[config.mk]
export PLATFORM = sky130hd
export DESIGN_NAME = dax_core
export DESIGN_NICKNAME = d
export VERILOG_FILES = /design/src/logic/dax_pkg.sv /design/src/logic/dax_bit_unit.sv /design/src/logic/dax_core.sv
export VERILOG_INCLUDE_DIRS = /design/src /design/src/logic
export SDC_FILE = /design/constraint.sdc
export NUM_CORES = 1
export LEC_CHECK = 0
export BUFFER_PORTS_ARGS = -buffer_cell sky130_fd_sc_hd__buf_2
export CAP_MARGIN = 20
export CORE_ASPECT_RATIO = 0.9
export CORE_UTILIZATION = 55
export DETAILED_ROUTE_END_ITERATION = 10
export HOLD_SLACK_MARGIN = 0.15
export MAX_ROUTING_LAYER = met4
export PLACE_DENSITY = 0.76
export SLEW_MARGIN = 10
export SYNTH_ARGS = -nofsm -noshare
export SYNTH_HDL_FRONTEND = slang
export SYNTH_SLANG_ARGS = --single-unit
[constraint.sdc]
create_clock -name clk_sys -period 12.15 [get_ports clk_sys]
set_input_delay 1.8225 -clock clk_sys [delete_from_list [all_inputs] [get_ports clk_sys]]
set_output_delay 1.8225 -clock clk_sys [all_outputs]
set_load 0.05 [all_outputs]
[src/logic/dax_params.svh]
// Constants for the extended ALU and MAC datapath block
`ifndef DAX_PARAMS_SVH
`define DAX_PARAMS_SVH
`define DAX_W          16
`define DAX_MR_W       40
`define DAX_RND_HALF   16'h8000
`define DAX_BIAS_BIT   12
`define DAX_ZERO       16'h0000
`define DAX_ONE        16'h0001
`define DAX_MINUS_ONE  16'hFFFF
`define DAX_SRC_N      8
`define DAX_LOW_HI     15
`define DAX_MID_LO     16
`define DAX_MID_HI     31
`define DAX_HIGH_LO    32
`define DAX_HIGH_HI    39
`define DAX_HIGH_SIGN  7
`endif

[src/logic/dax_pkg.sv]
// Types shared by the extended ALU and MAC datapath block
package dax_pkg;
    typedef enum logic [2:0] {
        DAX_ALU_XSRC0, DAX_ALU_XSRC1, DAX_ALU_RES, DAX_ALU_MLOW,
        DAX_ALU_MMID, DAX_ALU_MHIGH, DAX_ALU_SHLO, DAX_ALU_SHHI
    } dax_xsel_t;
    typedef enum logic [2:0] {
        DAX_SQ_RES, DAX_SQ_MLOW, DAX_SQ_MMID, DAX_SQ_MHIGH,
        DAX_SQ_MX0, DAX_SQ_MX1, DAX_SQ_SHLO, DAX_SQ_SHHI
    } dax_sqsel_t;
    typedef enum logic [3:0] {
        DAX_OP_NOP, DAX_OP_PASS, DAX_OP_ADD, DAX_OP_SUB, DAX_OP_AND,
        DAX_OP_OR, DAX_OP_XOR, DAX_OP_BTST, DAX_OP_BSET, DAX_OP_BCLR,
        DAX_OP_BTGL, DAX_OP_DIVIDE_SIGN_STEP, DAX_OP_DIVIDE_QUOTIENT_STEP, DAX_OP_MOVE
    } dax_op_t;
    typedef enum logic [1:0] {
        DAX_MAC_NONE, DAX_MAC_SQ, DAX_MAC_SQ_ADD, DAX_MAC_SQ_SUB
    } dax_mac_t;
    typedef enum logic [1:0] {
        DAX_IRQ_ON, DAX_IRQ_OFF
    } dax_irq_state_t;
endpackage : dax_pkg

[src/logic/dax_bit_unit.sv]
// Single-bit mask builder and operator for test, set, clear and toggle
`timescale 1ns/1ps
`include "dax_params.svh"
module dax_bit_unit
    import dax_pkg::*;
(
    input  wire logic [15:0] src,
    input  wire logic [3:0]  bit_idx,
    input  wire dax_op_t     op,
    output logic      [15:0] res
);
    logic [15:0] mask;

    always_comb begin
        mask = `DAX_ZERO;
        mask[bit_idx] = 1'b1; // [RULE5]
    end

    always_comb begin
        case (op)
            DAX_OP_BTST: res = src & mask;  // [RULE6]
            DAX_OP_BSET: res = src | mask;  // [RULE6]
            DAX_OP_BCLR: res = src & ~mask; // [RULE6]
            DAX_OP_BTGL: res = src ^ mask;  // [RULE6]
            default:     res = src;
        endcase
    end
endmodule : dax_bit_unit

[src/logic/dax_core.sv]
// Extended ALU, squaring MAC, rounding mode and global interrupt gate
//
// Contract
// RULE1: Conditional pass copies operand or constant when true; no-op when false.
// RULE2: Pass writes result and flags; plain move leaves flags untouched.
// RULE3: Passing zero clears the result register, also in multifunction cycles.
// RULE4: Flags are defined only after passing constants zero, one or minus one.
// RULE5: Bit index 0..15 selects a bit, 0 being the LSB; result to either.
// RULE6: Test ANDs, set ORs, clear ANDs inverse, toggle XORs with one-hot mask.
// RULE7: Bit operations take sources from eight permitted registers only.
// RULE8: Result-free operation updates flags, leaves result and feedback unchanged.
// RULE9: Result-free form only for unconditional base ops, no divide, no constants.
// RULE10: One X register feeds both multiplier inputs for square and sum of squares.
// RULE11: Square source is one of eight permitted registers, named twice.
// RULE12: Rounding mode bit: 0 selects unbiased, 1 selects biased rounding.
// RULE13: Low word 0x8000 always rounds up if biased, only odd mid if unbiased.
// RULE14: Rounding mode sits in bit twelve of serial port autobuffer control.
// RULE15: Reset enables global servicing; enable instruction restores unmasked servicing.
// RULE16: Global disable blocks all servicing, mask register contents unchanged.
// RULE17: Global disable also blocks the powerdown interrupt.
// RULE18: Autobuffer transfers continue regardless of global interrupt state.
// RULE19: Rounding adds 0x8000 to 40-bit result; unbiased tie clears mid LSB.
`timescale 1ns/1ps
`include "dax_params.svh"
module dax_core
    import dax_pkg::*;
(
    input  wire logic        clk_sys,
    input  wire logic        rstn,
    input  wire logic        instr_valid,
    input  wire dax_op_t     alu_op,
    input  wire logic        cond_given,
    input  wire logic        cond_true,
    input  wire logic        dest_feedback,
    input  wire logic        result_free,
    input  wire logic        use_const,
    input  wire logic [15:0] const_val,
    input  wire dax_xsel_t   xsel,
    input  wire logic [15:0] yop,
    input  wire logic [3:0]  bit_idx,
    input  wire logic [15:0] xsrc0,
    input  wire logic [15:0] xsrc1,
    input  wire logic [15:0] shift_lo,
    input  wire logic [15:0] shift_hi,
    input  wire logic [15:0] mac_x0,
    input  wire logic [15:0] mac_x1,
    input  wire dax_mac_t    mac_op,
    input  wire dax_sqsel_t  sq_xsel,
    input  wire dax_sqsel_t  sq_ysel,
    input  wire logic        mac_signed,
    input  wire logic        round_option,
    input  wire logic        abuf_ctl_we,
    input  wire logic [15:0] abuf_ctl_wdata,
    input  wire logic        global_irq_on,
    input  wire logic        global_irq_off,
    input  wire logic [15:0] irq_pending,
    input  wire logic [15:0] irq_mask_reg,
    input  wire logic        abuf_req,
    output logic      [15:0] alu_result_reg,
    output logic      [15:0] alu_feedback_reg,
    output logic      [15:0] mac_result_low,
    output logic      [15:0] mac_result_mid,
    output logic      [7:0]  mac_result_high,
    output logic      [3:0]  arith_status_reg,
    output logic             flags_defined,
    output logic             round_bias_select,
    output logic      [15:0] abuf_ctl_reg,
    output logic             irq_global_en,
    output logic      [15:0] irq_service,
    output logic             abuf_grant,
    output logic             illegal_op
);
    ////////////////////////////////////////////////////////////////////////
    // Operand selection
    logic [15:0] x_val;
    logic [15:0] y_val;
    logic [15:0] sq_val;
    logic [15:0] bit_res;
    logic [16:0] next_sum;
    logic [15:0] next_alu;
    logic        is_bit;
    logic        is_div;
    logic        exec;
    logic        rf_legal;
    logic        sq_legal;
    logic        next_flags_ok;
    dax_irq_state_t irq_state;

    // Decoded twice: ALU X operand (high MAC word) and the square operand from sq_xsel; sq_ysel is only compared
    function automatic logic [15:0] sq_pick(input dax_sqsel_t s);
        case (s)
            DAX_SQ_RES:   sq_pick = alu_result_reg;
            DAX_SQ_MLOW:  sq_pick = mac_result_low;
            DAX_SQ_MMID:  sq_pick = mac_result_mid;
            DAX_SQ_MHIGH: sq_pick = {{8{mac_result_high[`DAX_HIGH_SIGN]}}, mac_result_high};
            DAX_SQ_MX0:   sq_pick = mac_x0;
            DAX_SQ_MX1:   sq_pick = mac_x1;
            DAX_SQ_SHLO:  sq_pick = shift_lo;
            DAX_SQ_SHHI:  sq_pick = shift_hi;
            default:      sq_pick = `DAX_ZERO;
        endcase
    endfunction : sq_pick

    always_comb begin
        case (xsel) // [RULE7]
            DAX_ALU_XSRC0: x_val = xsrc0;
            DAX_ALU_XSRC1: x_val = xsrc1;
            DAX_ALU_RES:   x_val = alu_result_reg;
            DAX_ALU_MLOW:  x_val = mac_result_low;
            DAX_ALU_MMID:  x_val = mac_result_mid;
            DAX_ALU_MHIGH: x_val = sq_pick(DAX_SQ_MHIGH);
            DAX_ALU_SHLO:  x_val = shift_lo;
            DAX_ALU_SHHI:  x_val = shift_hi;
            default:       x_val = `DAX_ZERO;
        endcase
    end

    assign y_val  = use_const ? const_val : yop;
    assign sq_val = sq_pick(sq_xsel); // [RULE10]

    dax_bit_unit u_bit (
        .src     (x_val),
        .bit_idx (bit_idx),
        .op      (alu_op),
        .res     (bit_res)
    );

    ////////////////////////////////////////////////////////////////////////
    // ALU computation
    assign is_bit = (alu_op == DAX_OP_BTST) || (alu_op == DAX_OP_BSET) ||
                    (alu_op == DAX_OP_BCLR) || (alu_op == DAX_OP_BTGL);
    assign is_div = (alu_op == DAX_OP_DIVIDE_SIGN_STEP) || (alu_op == DAX_OP_DIVIDE_QUOTIENT_STEP);
    // Bit ops use constant masks, so they count as extended forms too
    assign rf_legal = !cond_given && !use_const && !is_div && !is_bit; // [RULE9]
    // Condition skipped when absent
    assign exec = instr_valid && (!cond_given || cond_true); // [RULE1]

    always_comb begin
        next_sum = {1'b0, `DAX_ZERO};
        case (alu_op)
            DAX_OP_PASS: next_alu = y_val; // [RULE1]
            DAX_OP_ADD: begin
                next_sum = {1'b0, x_val} + {1'b0, y_val};
                next_alu = next_sum[15:0];
            end
            DAX_OP_SUB: begin
                next_sum = {1'b0, x_val} - {1'b0, y_val};
                next_alu = next_sum[15:0];
            end
            DAX_OP_AND: next_alu = x_val & y_val;
            DAX_OP_OR:  next_alu = x_val | y_val;
            DAX_OP_XOR: next_alu = x_val ^ y_val;
            default:    next_alu = is_bit ? bit_res : x_val;
        endcase
    end

    // Pass of other constants leaves flags formally undefined
    assign next_flags_ok = !(alu_op == DAX_OP_PASS && use_const &&
                             const_val != `DAX_ZERO && const_val != `DAX_ONE &&
                             const_val != `DAX_MINUS_ONE); // [RULE4]

    ////////////////////////////////////////////////////////////////////////
    // ALU destination registers
    always_ff @(posedge clk_sys or negedge rstn) begin
        if (!rstn) begin
            alu_result_reg   <= `DAX_ZERO;
            alu_feedback_reg <= `DAX_ZERO;
        end else if (exec && !result_free && alu_op != DAX_OP_NOP &&
                     alu_op != DAX_OP_MOVE && !is_div) begin
            if (dest_feedback) begin
                alu_feedback_reg <= next_alu; // [RULE5]
            end else begin
                alu_result_reg <= next_alu; // [RULE2] [RULE3]
            end
        end
    end

    // Flags: zero, negative, carry, overflow; moves never touch them
    always_ff @(posedge clk_sys or negedge rstn) begin
        if (!rstn) begin
            arith_status_reg <= 4'h0;
            flags_defined    <= 1'b1;
        end else if (exec && alu_op != DAX_OP_NOP && alu_op != DAX_OP_MOVE && !is_div &&
                     (!result_free || rf_legal)) begin // [RULE2] [RULE8]
            arith_status_reg <= {next_alu == `DAX_ZERO, next_alu[15], next_sum[16],
                                 (alu_op == DAX_OP_ADD) &&
                                 (x_val[15] == y_val[15]) && (next_alu[15] != x_val[15])};
            flags_defined    <= next_flags_ok;
        end
    end

    always_ff @(posedge clk_sys or negedge rstn) begin
        if (!rstn) begin
            illegal_op <= 1'b0;
        end else begin
            illegal_op <= instr_valid && ((result_free && !rf_legal) ||
                          (mac_op != DAX_MAC_NONE && sq_xsel != sq_ysel)); // [RULE9] [RULE11]
        end
    end

    ////////////////////////////////////////////////////////////////////////
    // Squaring MAC with rounding
    logic [31:0] sq_prod;
    logic [39:0] mr_now;
    logic [39:0] mr_acc;
    logic [39:0] mr_rnd;
    logic        mac_exec;

    assign sq_legal = (sq_xsel == sq_ysel); // [RULE11]
    assign mac_exec = instr_valid && (!cond_given || cond_true) &&
                      mac_op != DAX_MAC_NONE && sq_legal;
    assign mr_now   = {mac_result_high, mac_result_mid, mac_result_low};

    always_comb begin
        // Same register feeds both multiplier ports
        if (mac_signed) begin
            sq_prod = 32'($signed(sq_val) * $signed(sq_val)); // [RULE10]
        end else begin
            sq_prod = sq_val * sq_val; // [RULE10]
        end
        case (mac_op)
            DAX_MAC_SQ_ADD: mr_acc = mr_now + {8'h00, sq_prod};
            DAX_MAC_SQ_SUB: mr_acc = mr_now - {8'h00, sq_prod};
            default:        mr_acc = {8'h00, sq_prod};
        endcase
        mr_rnd = mr_acc;
        if (round_option) begin
            mr_rnd = mr_acc + {24'h00_0000, `DAX_RND_HALF}; // [RULE19]
            // Tie: biased keeps the carry, unbiased forces mid even
            if (mr_acc[`DAX_LOW_HI:0] == `DAX_RND_HALF && !round_bias_select) begin
                mr_rnd[`DAX_MID_LO] = 1'b0; // [RULE12] [RULE13] [RULE19]
            end
        end
    end

    always_ff @(posedge clk_sys or negedge rstn) begin
        if (!rstn) begin
            mac_result_low  <= `DAX_ZERO;
            mac_result_mid  <= `DAX_ZERO;
            mac_result_high <= 8'h00;
        end else if (mac_exec) begin
            mac_result_low  <= mr_rnd[`DAX_LOW_HI:0];
            mac_result_mid  <= mr_rnd[`DAX_MID_HI:`DAX_MID_LO];
            mac_result_high <= mr_rnd[`DAX_HIGH_HI:`DAX_HIGH_LO];
        end
    end

    ////////////////////////////////////////////////////////////////////////
    // Autobuffer control register holding the rounding mode
    always_ff @(posedge clk_sys or negedge rstn) begin
        if (!rstn) begin
            abuf_ctl_reg <= `DAX_ZERO;
        end else if (abuf_ctl_we) begin
            abuf_ctl_reg <= abuf_ctl_wdata;
        end
    end

    always_ff @(posedge clk_sys or negedge rstn) begin
        if (!rstn) begin
            round_bias_select <= 1'b0;
        end else if (abuf_ctl_we) begin
            round_bias_select <= abuf_ctl_wdata[`DAX_BIAS_BIT]; // [RULE14]
        end
    end

    ////////////////////////////////////////////////////////////////////////
    // Global interrupt gate
    always_ff @(posedge clk_sys or negedge rstn) begin
        if (!rstn) begin
            irq_state <= DAX_IRQ_ON; // [RULE15]
        end else begin
            case (irq_state)
                DAX_IRQ_ON:  if (instr_valid && global_irq_off) irq_state <= DAX_IRQ_OFF;
                DAX_IRQ_OFF: if (instr_valid && global_irq_on) irq_state <= DAX_IRQ_ON;
                default:     irq_state <= DAX_IRQ_ON;
            endcase
        end
    end

    always_ff @(posedge clk_sys or negedge rstn) begin
        if (!rstn) begin
            irq_global_en <= 1'b1;
            irq_service   <= `DAX_ZERO;
        end else begin
            irq_global_en <= irq_state == DAX_IRQ_ON;
            // Mask register is only read here, never altered; powerdown is one of the lines
            irq_service   <= (irq_state == DAX_IRQ_ON) ? (irq_pending & irq_mask_reg)
                             : `DAX_ZERO; // [RULE15] [RULE16] [RULE17]
        end
    end

    // Autobuffer path ignores the global gate on purpose
    always_ff @(posedge clk_sys or negedge rstn) begin
        if (!rstn) begin
            abuf_grant <= 1'b0;
        end else begin
            abuf_grant <= abuf_req; // [RULE18]
        end
    end
endmodule : dax_core

==> Word-level counts from Yosys, hierarchy flattened <==
Cells that the tools add are included.
{ "word_totals": {"reg_bits": 115, "elab_cells": 141} }
{ "classes": {"n_addsub": 5, "mul": 2, "n_lt_le_gt_ge": 2, "n_eq_ne": 39, "mux": 17, "n_bitwise": 10, "reduce_logical": 52} }
{ "op_table": {"columns": ["cell", "count"], "rows": [
  ["$pmux W16 S8", 2],
  ["$pmux W16 S6", 1],
  ["$pmux W40 S2", 1],
  ["$and A16 B16 Y16", 4],
  ["$mul A16 B16 Y32", 2],
  ["$pmux W16 S4", 1],
  ["$mux W16", 3],
  ["$add A40 B16 Y40 const B", 1],
  ["$add A40 B32 Y40", 1],
  ["$mux W40", 1],
  ["$sub A40 B32 Y40", 1],
  ["$pmux W17 S2", 1],
  ["$mux W32", 1],
  ["$or A16 B16 Y16", 2],
  ["$xor A16 B16 Y16", 2],
  ["$logic_and A1 B1 Y1", 27],
  ["$eq A3 B3 Y1 const B", 8],
  ["$eq A4 B4 Y1 const B", 5],
  ["$add A16 B16 Y17", 1],
  ["$sub A16 B16 Y17", 1],
  ["$eq A16 B16 Y1 const B", 1],
  ["$eq A4 B3 Y1 const B", 4],
  ["$logic_not A16 Y1", 1],
  ["$ne A16 B1 Y1 const B", 1],
  ["other kinds (29)", 54]
]} }

==> Longest topological paths before layout <==
{ "logic_depth": {"ltp_word": 11, "mapped_depth": 54, "ltp_nobuf": 46} }

==> Hierarchy <==
From an unflattened synthesis, not the netlist that was laid out.
{ "hier_totals": {"hier_cells": 3495, "hier_area_um2": 29106.7} }
{ "modules_own_cells": {"columns": ["module", "instances", "cells_per_inst", "area_each_um2", "seq_area_each_um2"], "rows": [
  ["dax_core", 1, 3316, 27656.5, 2830.2],
  ["dax_bit_unit", 1, 179, 1450.1, 0.0]
]} }

==> Least setup slack after synthesis <==
No wires, ideal clock.
{ "synth_path": {"path_type": "in2reg", "startpoint": "in sq_xsel[2]", "endpoint": "reg mac_result_high[4]", "t_arrival_ns": 12.793, "required_ns": 12.025, "slack_ns": -0.768, "path_stages": 53, "n_path_buf": 8, "cell_sequence": "buf_1 -> buf_2 -> mux4_2 -> o21ai_0 -> nand2_1 -> a221oi_1 -> clkbuf_1 -> inv_1 -> clkbuf_1 -> nand2_1 -> inv_1 -> fa_1 -> inv_1 -> fa_1 -> inv_1 -> fa_1 -> inv_1 -> fa_1 -> [... 17 more ...] -> nand3b_1 -> nand2_1 -> xnor2_1 -> ha_1 -> clkbuf_1 -> a21oi_1 -> o21ai_0 -> or4_1 -> o21a_1 -> nand4_1 -> nand3_1 -> a32oi_1 -> nand3b_1 -> nor3_2 -> buf_2 -> nand4_1 -> xnor2_1 -> mux2_2"} }
{ "synth_via": {"elab_chain_len": 8, "elab_cells_between_ends": 19, "classes_between": "add/sub: 3; mul: 2; eq/ne: 8; mux: 4; reduce/logical: 2"} }
{ "synth_lines": {"columns": ["element", "line", "rtl"], "rows": [
  ["start: declaration", "dax_core.sv:48", "input wire dax_sqsel_t sq_xsel,"],
  ["$eq A3 B3 Y1 (tied with other cells)", "dax_core.sv:91", "case (s)"],
  ["$pmux W16 S8", "dax_core.sv:91", null],
  ["$mul A16 B16 Y32, on equally long branches", "dax_core.sv:219, dax_core.sv:217", null],
  ["$mux W32", "dax_core.sv:216", "if (mac_signed) begin"],
  ["$sub A40 B32 Y40 / $add A40 B32 Y40 (equally long branches)", "dax_core.sv:223, dax_core.sv:222", null],
  ["$pmux W40 S2", "dax_core.sv:221", "case (mac_op)"],
  ["$add A40 B16 Y40", "dax_core.sv:228", "mr_rnd = mr_acc + {24'h00_0000, `DAX_RND_HALF};"],
  ["$mux W40", "dax_core.sv:227", "if (round_option) begin"],
  ["end signal: assignment", "dax_core.sv:244", "mac_result_high <= mr_rnd[`DAX_HIGH_HI:`DAX_HIGH_LO];"],
  ["end: declaration", "dax_core.sv:63", "output logic [7:0] mac_result_high,"]
]} }
Several ways; a longest one is shown, not always the timed one.
A chain may end at the register's enable or synchronous reset.

==> Worst setup path after layout <==
Same ends and word-level chain as after synthesis.

==> implementation parameters <==
Parameter                              Value

Placed design
  Number of I/O port buffers ... 321
  RD Place Congestion ... 1.11
  Half-perimeter wire length of the detailed placement result ... 99.1 mm

Yosys
  Compound-cell area share of the yosys netlist ... 20.3%
  Primary flip-flop cell chosen by synthesis mapping ... sky130_fd_sc_hd__dfrtp_1
  Combinational family with the most area after synthesis ... adder cells
  Post-Syn Area ... 0.0289 mm2
  EDFF count, synth ... 0
  Xor-xnor portion of the synthesized cell area ... 3.74%
  Simple-gate share of the synthesized area ... 16.1%
  Ys async rst share ... 100%
  Share of Yosys cell area claimed by the top area cell type ... 23.3%
  Number of library cell types mapped by synthesis ... 103
  Cells after Synth ... 3595
  Number of warning messages in the yosys log ... 0
  Largest cells by area after synthesis ... sky130_fd_sc_hd__fa_1 23%, sky130_fd_sc_hd__ha_1 11%, sky130_fd_sc_hd__dfrtp_1 9.6%
  Synth Area per Inst ... 8.03 um2
  Cell type contributing the most total cell area after synthesis ... sky130_fd_sc_hd__fa_1
  Multiplexer share of the synthesized area ... 5.65%
  Post-synthesis adder-cell area fraction ... 34.3%
  Net count after synthesis ... 4394
  Sequential cell area fraction in the yosys report ... 9.81%
  Synthesis-stage register bit count ... 113

Setup path
  Arrival time at the worst endpoint ... 12300 ps
  Delay of the slowest cell on the worst path ... 620 ps
  Type of destination of the critical path ... register
  Critical path class ... primary input to register
  Critical-path cell with the highest stage delay ... sky130_fd_sc_hd__fa_2
  Gate family responsible for the most delay along the worst path ... adder cells
  Crit path top cell by count ... sky130_fd_sc_hd__buf_4
  Sum of buffers and inverters on the critical path ... 14
  Largest fanout on the critical path ... 5
  Critical Path Source Type ... primary input
  Required time at the endpoint of the critical path ... 12510 ps

Timing
  Number of endpoints with negative hold slack in the final report ... 0
  Post-Route Hold Slack ... 495 ps
  Min cycle time layout ... 11940 ps
  Max-slew headroom at the worst pin ... 20.4%
  Fmax ... 83.7 MHz
  Final-report max-slew violation count ... 0
  Clock tree skew after final layout ... 20.8 ps
  Total negative slack for setup checks ... 0 ps
  Transition time at the pin with the least slew margin ... 1190 ps
  Ratio of final minimum period to clock period ... 98.3%
  Final setup violation count ... 0

Die
  Die span in y ... 219 um
  Horizontal extent of the die ... 243 um
  Boundary Pins ... 322
  Area enclosed by the die boundary ... 0.0534 mm2
  Starting Density ... 55.7%
  CORE AREA ... 0.0518 mm2
  Number of rows in the core area ... 79

Cells and area
  Area occupied by multi-input gates ... 0.0246 mm2
  Share of cells above drive strength 1 ... 32.7%
  Number of nets in the finished design ... 5324
  Storage cell area ... 0.00283 mm2
  Fill cell count ... 3914
  Synth-to-Final Area Change ... 33.9%

Clock network
  Clock transition time at the flip-flop clock pins of the worst setup and hold paths ... 60 ps
  Post-CTS Hold Fix Bufs ... 0
  Clock latency reported for the late side of the worst-skew pair ... 480 ps
  Sink Count ... 113
  Cell chosen for the clock root ... sky130_fd_sc_hd__clkbuf_16
  Number of buffers created by CTS ... 17
  TritonCTS clock tree ... yes
  Maximum number of buffers from clock root to sink ... 2
  Total number of H-tree levels ... 4

Routing
  Number of antenna-violating nets in the routed design ... 0
  Total wire length ... 121 mm
  Length of the first detailed-routing pass in iterations ... 6
  Drt wl/cell ... 23.0 um
  Post-detailed-route via-to-cell ratio ... 6.05
  Detailed router's first-iteration violation count ... 2986
  Total number of vias ... 31735
  DR DRC count ... 0

Global routing
  Antenna violations before repair ... 19
  Global-route wire length before repair ... 177 mm
  Via count of the first global-routing pass ... 30140
  Largest net degree at the start of global routing ... 69
  Grt ovf ... 0
  Total global-route track usage ... 45.3%

Status
  Outcome ... completed

Worst hold path
  Class of the tightest hold or removal check ... register to register

Job
  Maximum Capacitance Violations ... 0
-- cells in the mapped netlist, types with 10 or more instances --
library cell / instances
sky130_fd_sc_hd__a2111oi_0: 13
sky130_fd_sc_hd__nand4_1: 40
sky130_fd_sc_hd__xor2_1: 32
sky130_fd_sc_hd__dfrtp_1: 111
sky130_fd_sc_hd__a31oi_1: 25
sky130_fd_sc_hd__o22ai_1: 35
sky130_fd_sc_hd__nand2_1: 308
sky130_fd_sc_hd__nor4_1: 23
sky130_fd_sc_hd__a221oi_1: 26
sky130_fd_sc_hd__nor2b_1: 45
sky130_fd_sc_hd__o21ai_1: 17
sky130_fd_sc_hd__o221ai_1: 18
sky130_fd_sc_hd__o21bai_1: 19
sky130_fd_sc_hd__or3_1: 12
sky130_fd_sc_hd__nand3_1: 62
sky130_fd_sc_hd__o211ai_1: 48
sky130_fd_sc_hd__nand2b_1: 41
sky130_fd_sc_hd__and3_1: 39
sky130_fd_sc_hd__o31ai_1: 29
sky130_fd_sc_hd__o21a_1: 35
sky130_fd_sc_hd__nor3_1: 68
sky130_fd_sc_hd__mux4_2: 11
sky130_fd_sc_hd__nor2_1: 269
sky130_fd_sc_hd__a21oi_1: 201
sky130_fd_sc_hd__a22o_1: 10
sky130_fd_sc_hd__a22oi_1: 22
sky130_fd_sc_hd__fa_1: 336
sky130_fd_sc_hd__buf_1: 13
sky130_fd_sc_hd__ha_1: 254
sky130_fd_sc_hd__a21o_1: 46
sky130_fd_sc_hd__inv_1: 590
sky130_fd_sc_hd__buf_2: 13
sky130_fd_sc_hd__clkbuf_1: 135
sky130_fd_sc_hd__mux2_2: 58
sky130_fd_sc_hd__o21ai_0: 206
sky130_fd_sc_hd__nand3b_1: 13
sky130_fd_sc_hd__mux2i_1: 73
sky130_fd_sc_hd__xnor2_1: 86
sky130_fd_sc_hd__a211oi_1: 17
sky130_fd_sc_hd__a221o_1: 10
-- worst register-to-register path, delay by kind of cell (launching register included) --
family,cells,cell delay (ps)
AO/OA/AOI/OAI,6,1460
XOR/XNOR,1,140
adder cells (fa/ha/maj),8,3770
buffers and inverters,10,1110
flip-flops,1,580
multiplexers,1,580
AND/OR/NAND/NOR,19,3320
-- cell type report --
cell class / count / area share (%)
timing repair buffer: 1076 / 19.4
tap: 688 / 2.23
multi-input combinational: 2719 / 63.7
inverter: 598 / 5.84
sequential: 113 / 7.32
antenna: 22 / 0.142
clock inverter: 12 / 0.227
clock buffer: 20 / 1.18
-- cell usage in the layout, fill, tap and decap left out, types with 22 or more instances in the layout --
cell,count
sky130_fd_sc_hd__nand2_1,289
sky130_fd_sc_hd__o31ai_1,25
sky130_fd_sc_hd__ha_1,230
sky130_fd_sc_hd__inv_2,25
sky130_fd_sc_hd__o211ai_1,48
sky130_fd_sc_hd__xnor2_1,80
sky130_fd_sc_hd__o21ai_0,182
sky130_fd_sc_hd__inv_1,567
sky130_fd_sc_hd__diode_2,22
sky130_fd_sc_hd__nand3_1,58
sky130_fd_sc_hd__mux2i_1,67
sky130_fd_sc_hd__a21oi_2,30
sky130_fd_sc_hd__o22ai_1,34
sky130_fd_sc_hd__a31oi_1,24
sky130_fd_sc_hd__buf_4,723
sky130_fd_sc_hd__buf_2,318
sky130_fd_sc_hd__nor3_1,54
sky130_fd_sc_hd__nor2_1,236
sky130_fd_sc_hd__xor2_1,29
sky130_fd_sc_hd__buf_6,22
sky130_fd_sc_hd__o21a_1,35
sky130_fd_sc_hd__a221oi_1,22
sky130_fd_sc_hd__fa_1,323
sky130_fd_sc_hd__nor2b_1,41
sky130_fd_sc_hd__o21ai_1,24
sky130_fd_sc_hd__and3_1,36
sky130_fd_sc_hd__a21o_1,46
sky130_fd_sc_hd__mux2_2,54
sky130_fd_sc_hd__dfrtp_1,111
sky130_fd_sc_hd__a21oi_1,169
sky130_fd_sc_hd__nand2b_1,41
sky130_fd_sc_hd__nand4_1,40
-- logic make-up (layout without fill, tap and decap cells) --
group	Yosys count	in the layout
AND/OR/NAND/NOR	981	981
AO/OA/AOI/OAI	886	886
buffers and inverters	763	1706
adder cells (fa/ha/maj)	590	590
multiplexers	142	142
XOR/XNOR	120	120
flip-flops	113	113
other	0	22
-- per-stage QoR --
stage	setup slack, ps	std cells	instance area [um2]	utilization [%]
after floorplan	27.7	3595	29000	-
after global placement	-537	5136	36000	69.6
after detailed placement	-745	5136	36000	69.6
after CTS	-16.1	5179	36800	71.1
after global routing	-171	5246	38600	74.6
final	205	5248	38600	74.6
-- path summary, 6_finish.rpt --
path                                  endpoint  cells past startpoint  slack, ps                 from
max reg2reg                 mac_result_high[7]                     45       1150   mac_result_high[7]
max in group asynchronous      abuf_ctl_reg[9]                      2       9390                 rstn
min in group asynchronous    mac_result_mid[4]                      1       1390                 rstn
max                         mac_result_high[4]                     48        210           sq_xsel[2]
min                        alu_feedback_reg[7]                      2        490  alu_feedback_reg[7]
min reg2reg                alu_feedback_reg[7]                      2        490  alu_feedback_reg[7]
-- per-layer routing --
metal  wire length (um)  global-route usage [%]
met5                  0                       -
met4               6150                    21.8
met3              14100                    12.5
met2              52400                    64.9
met1              48100                    58.9
-- repair_timing --
item                       CTS  global route
gates cloned                 1             0
setup endpoints to repair   11            21
pin swaps                   19           174
resized for setup           36           341
buffers inserted            10            49
Power is left out: the tool's default activity adds up to more than one toggle a clock period on the data nets, which glitch-free logic cannot reach.
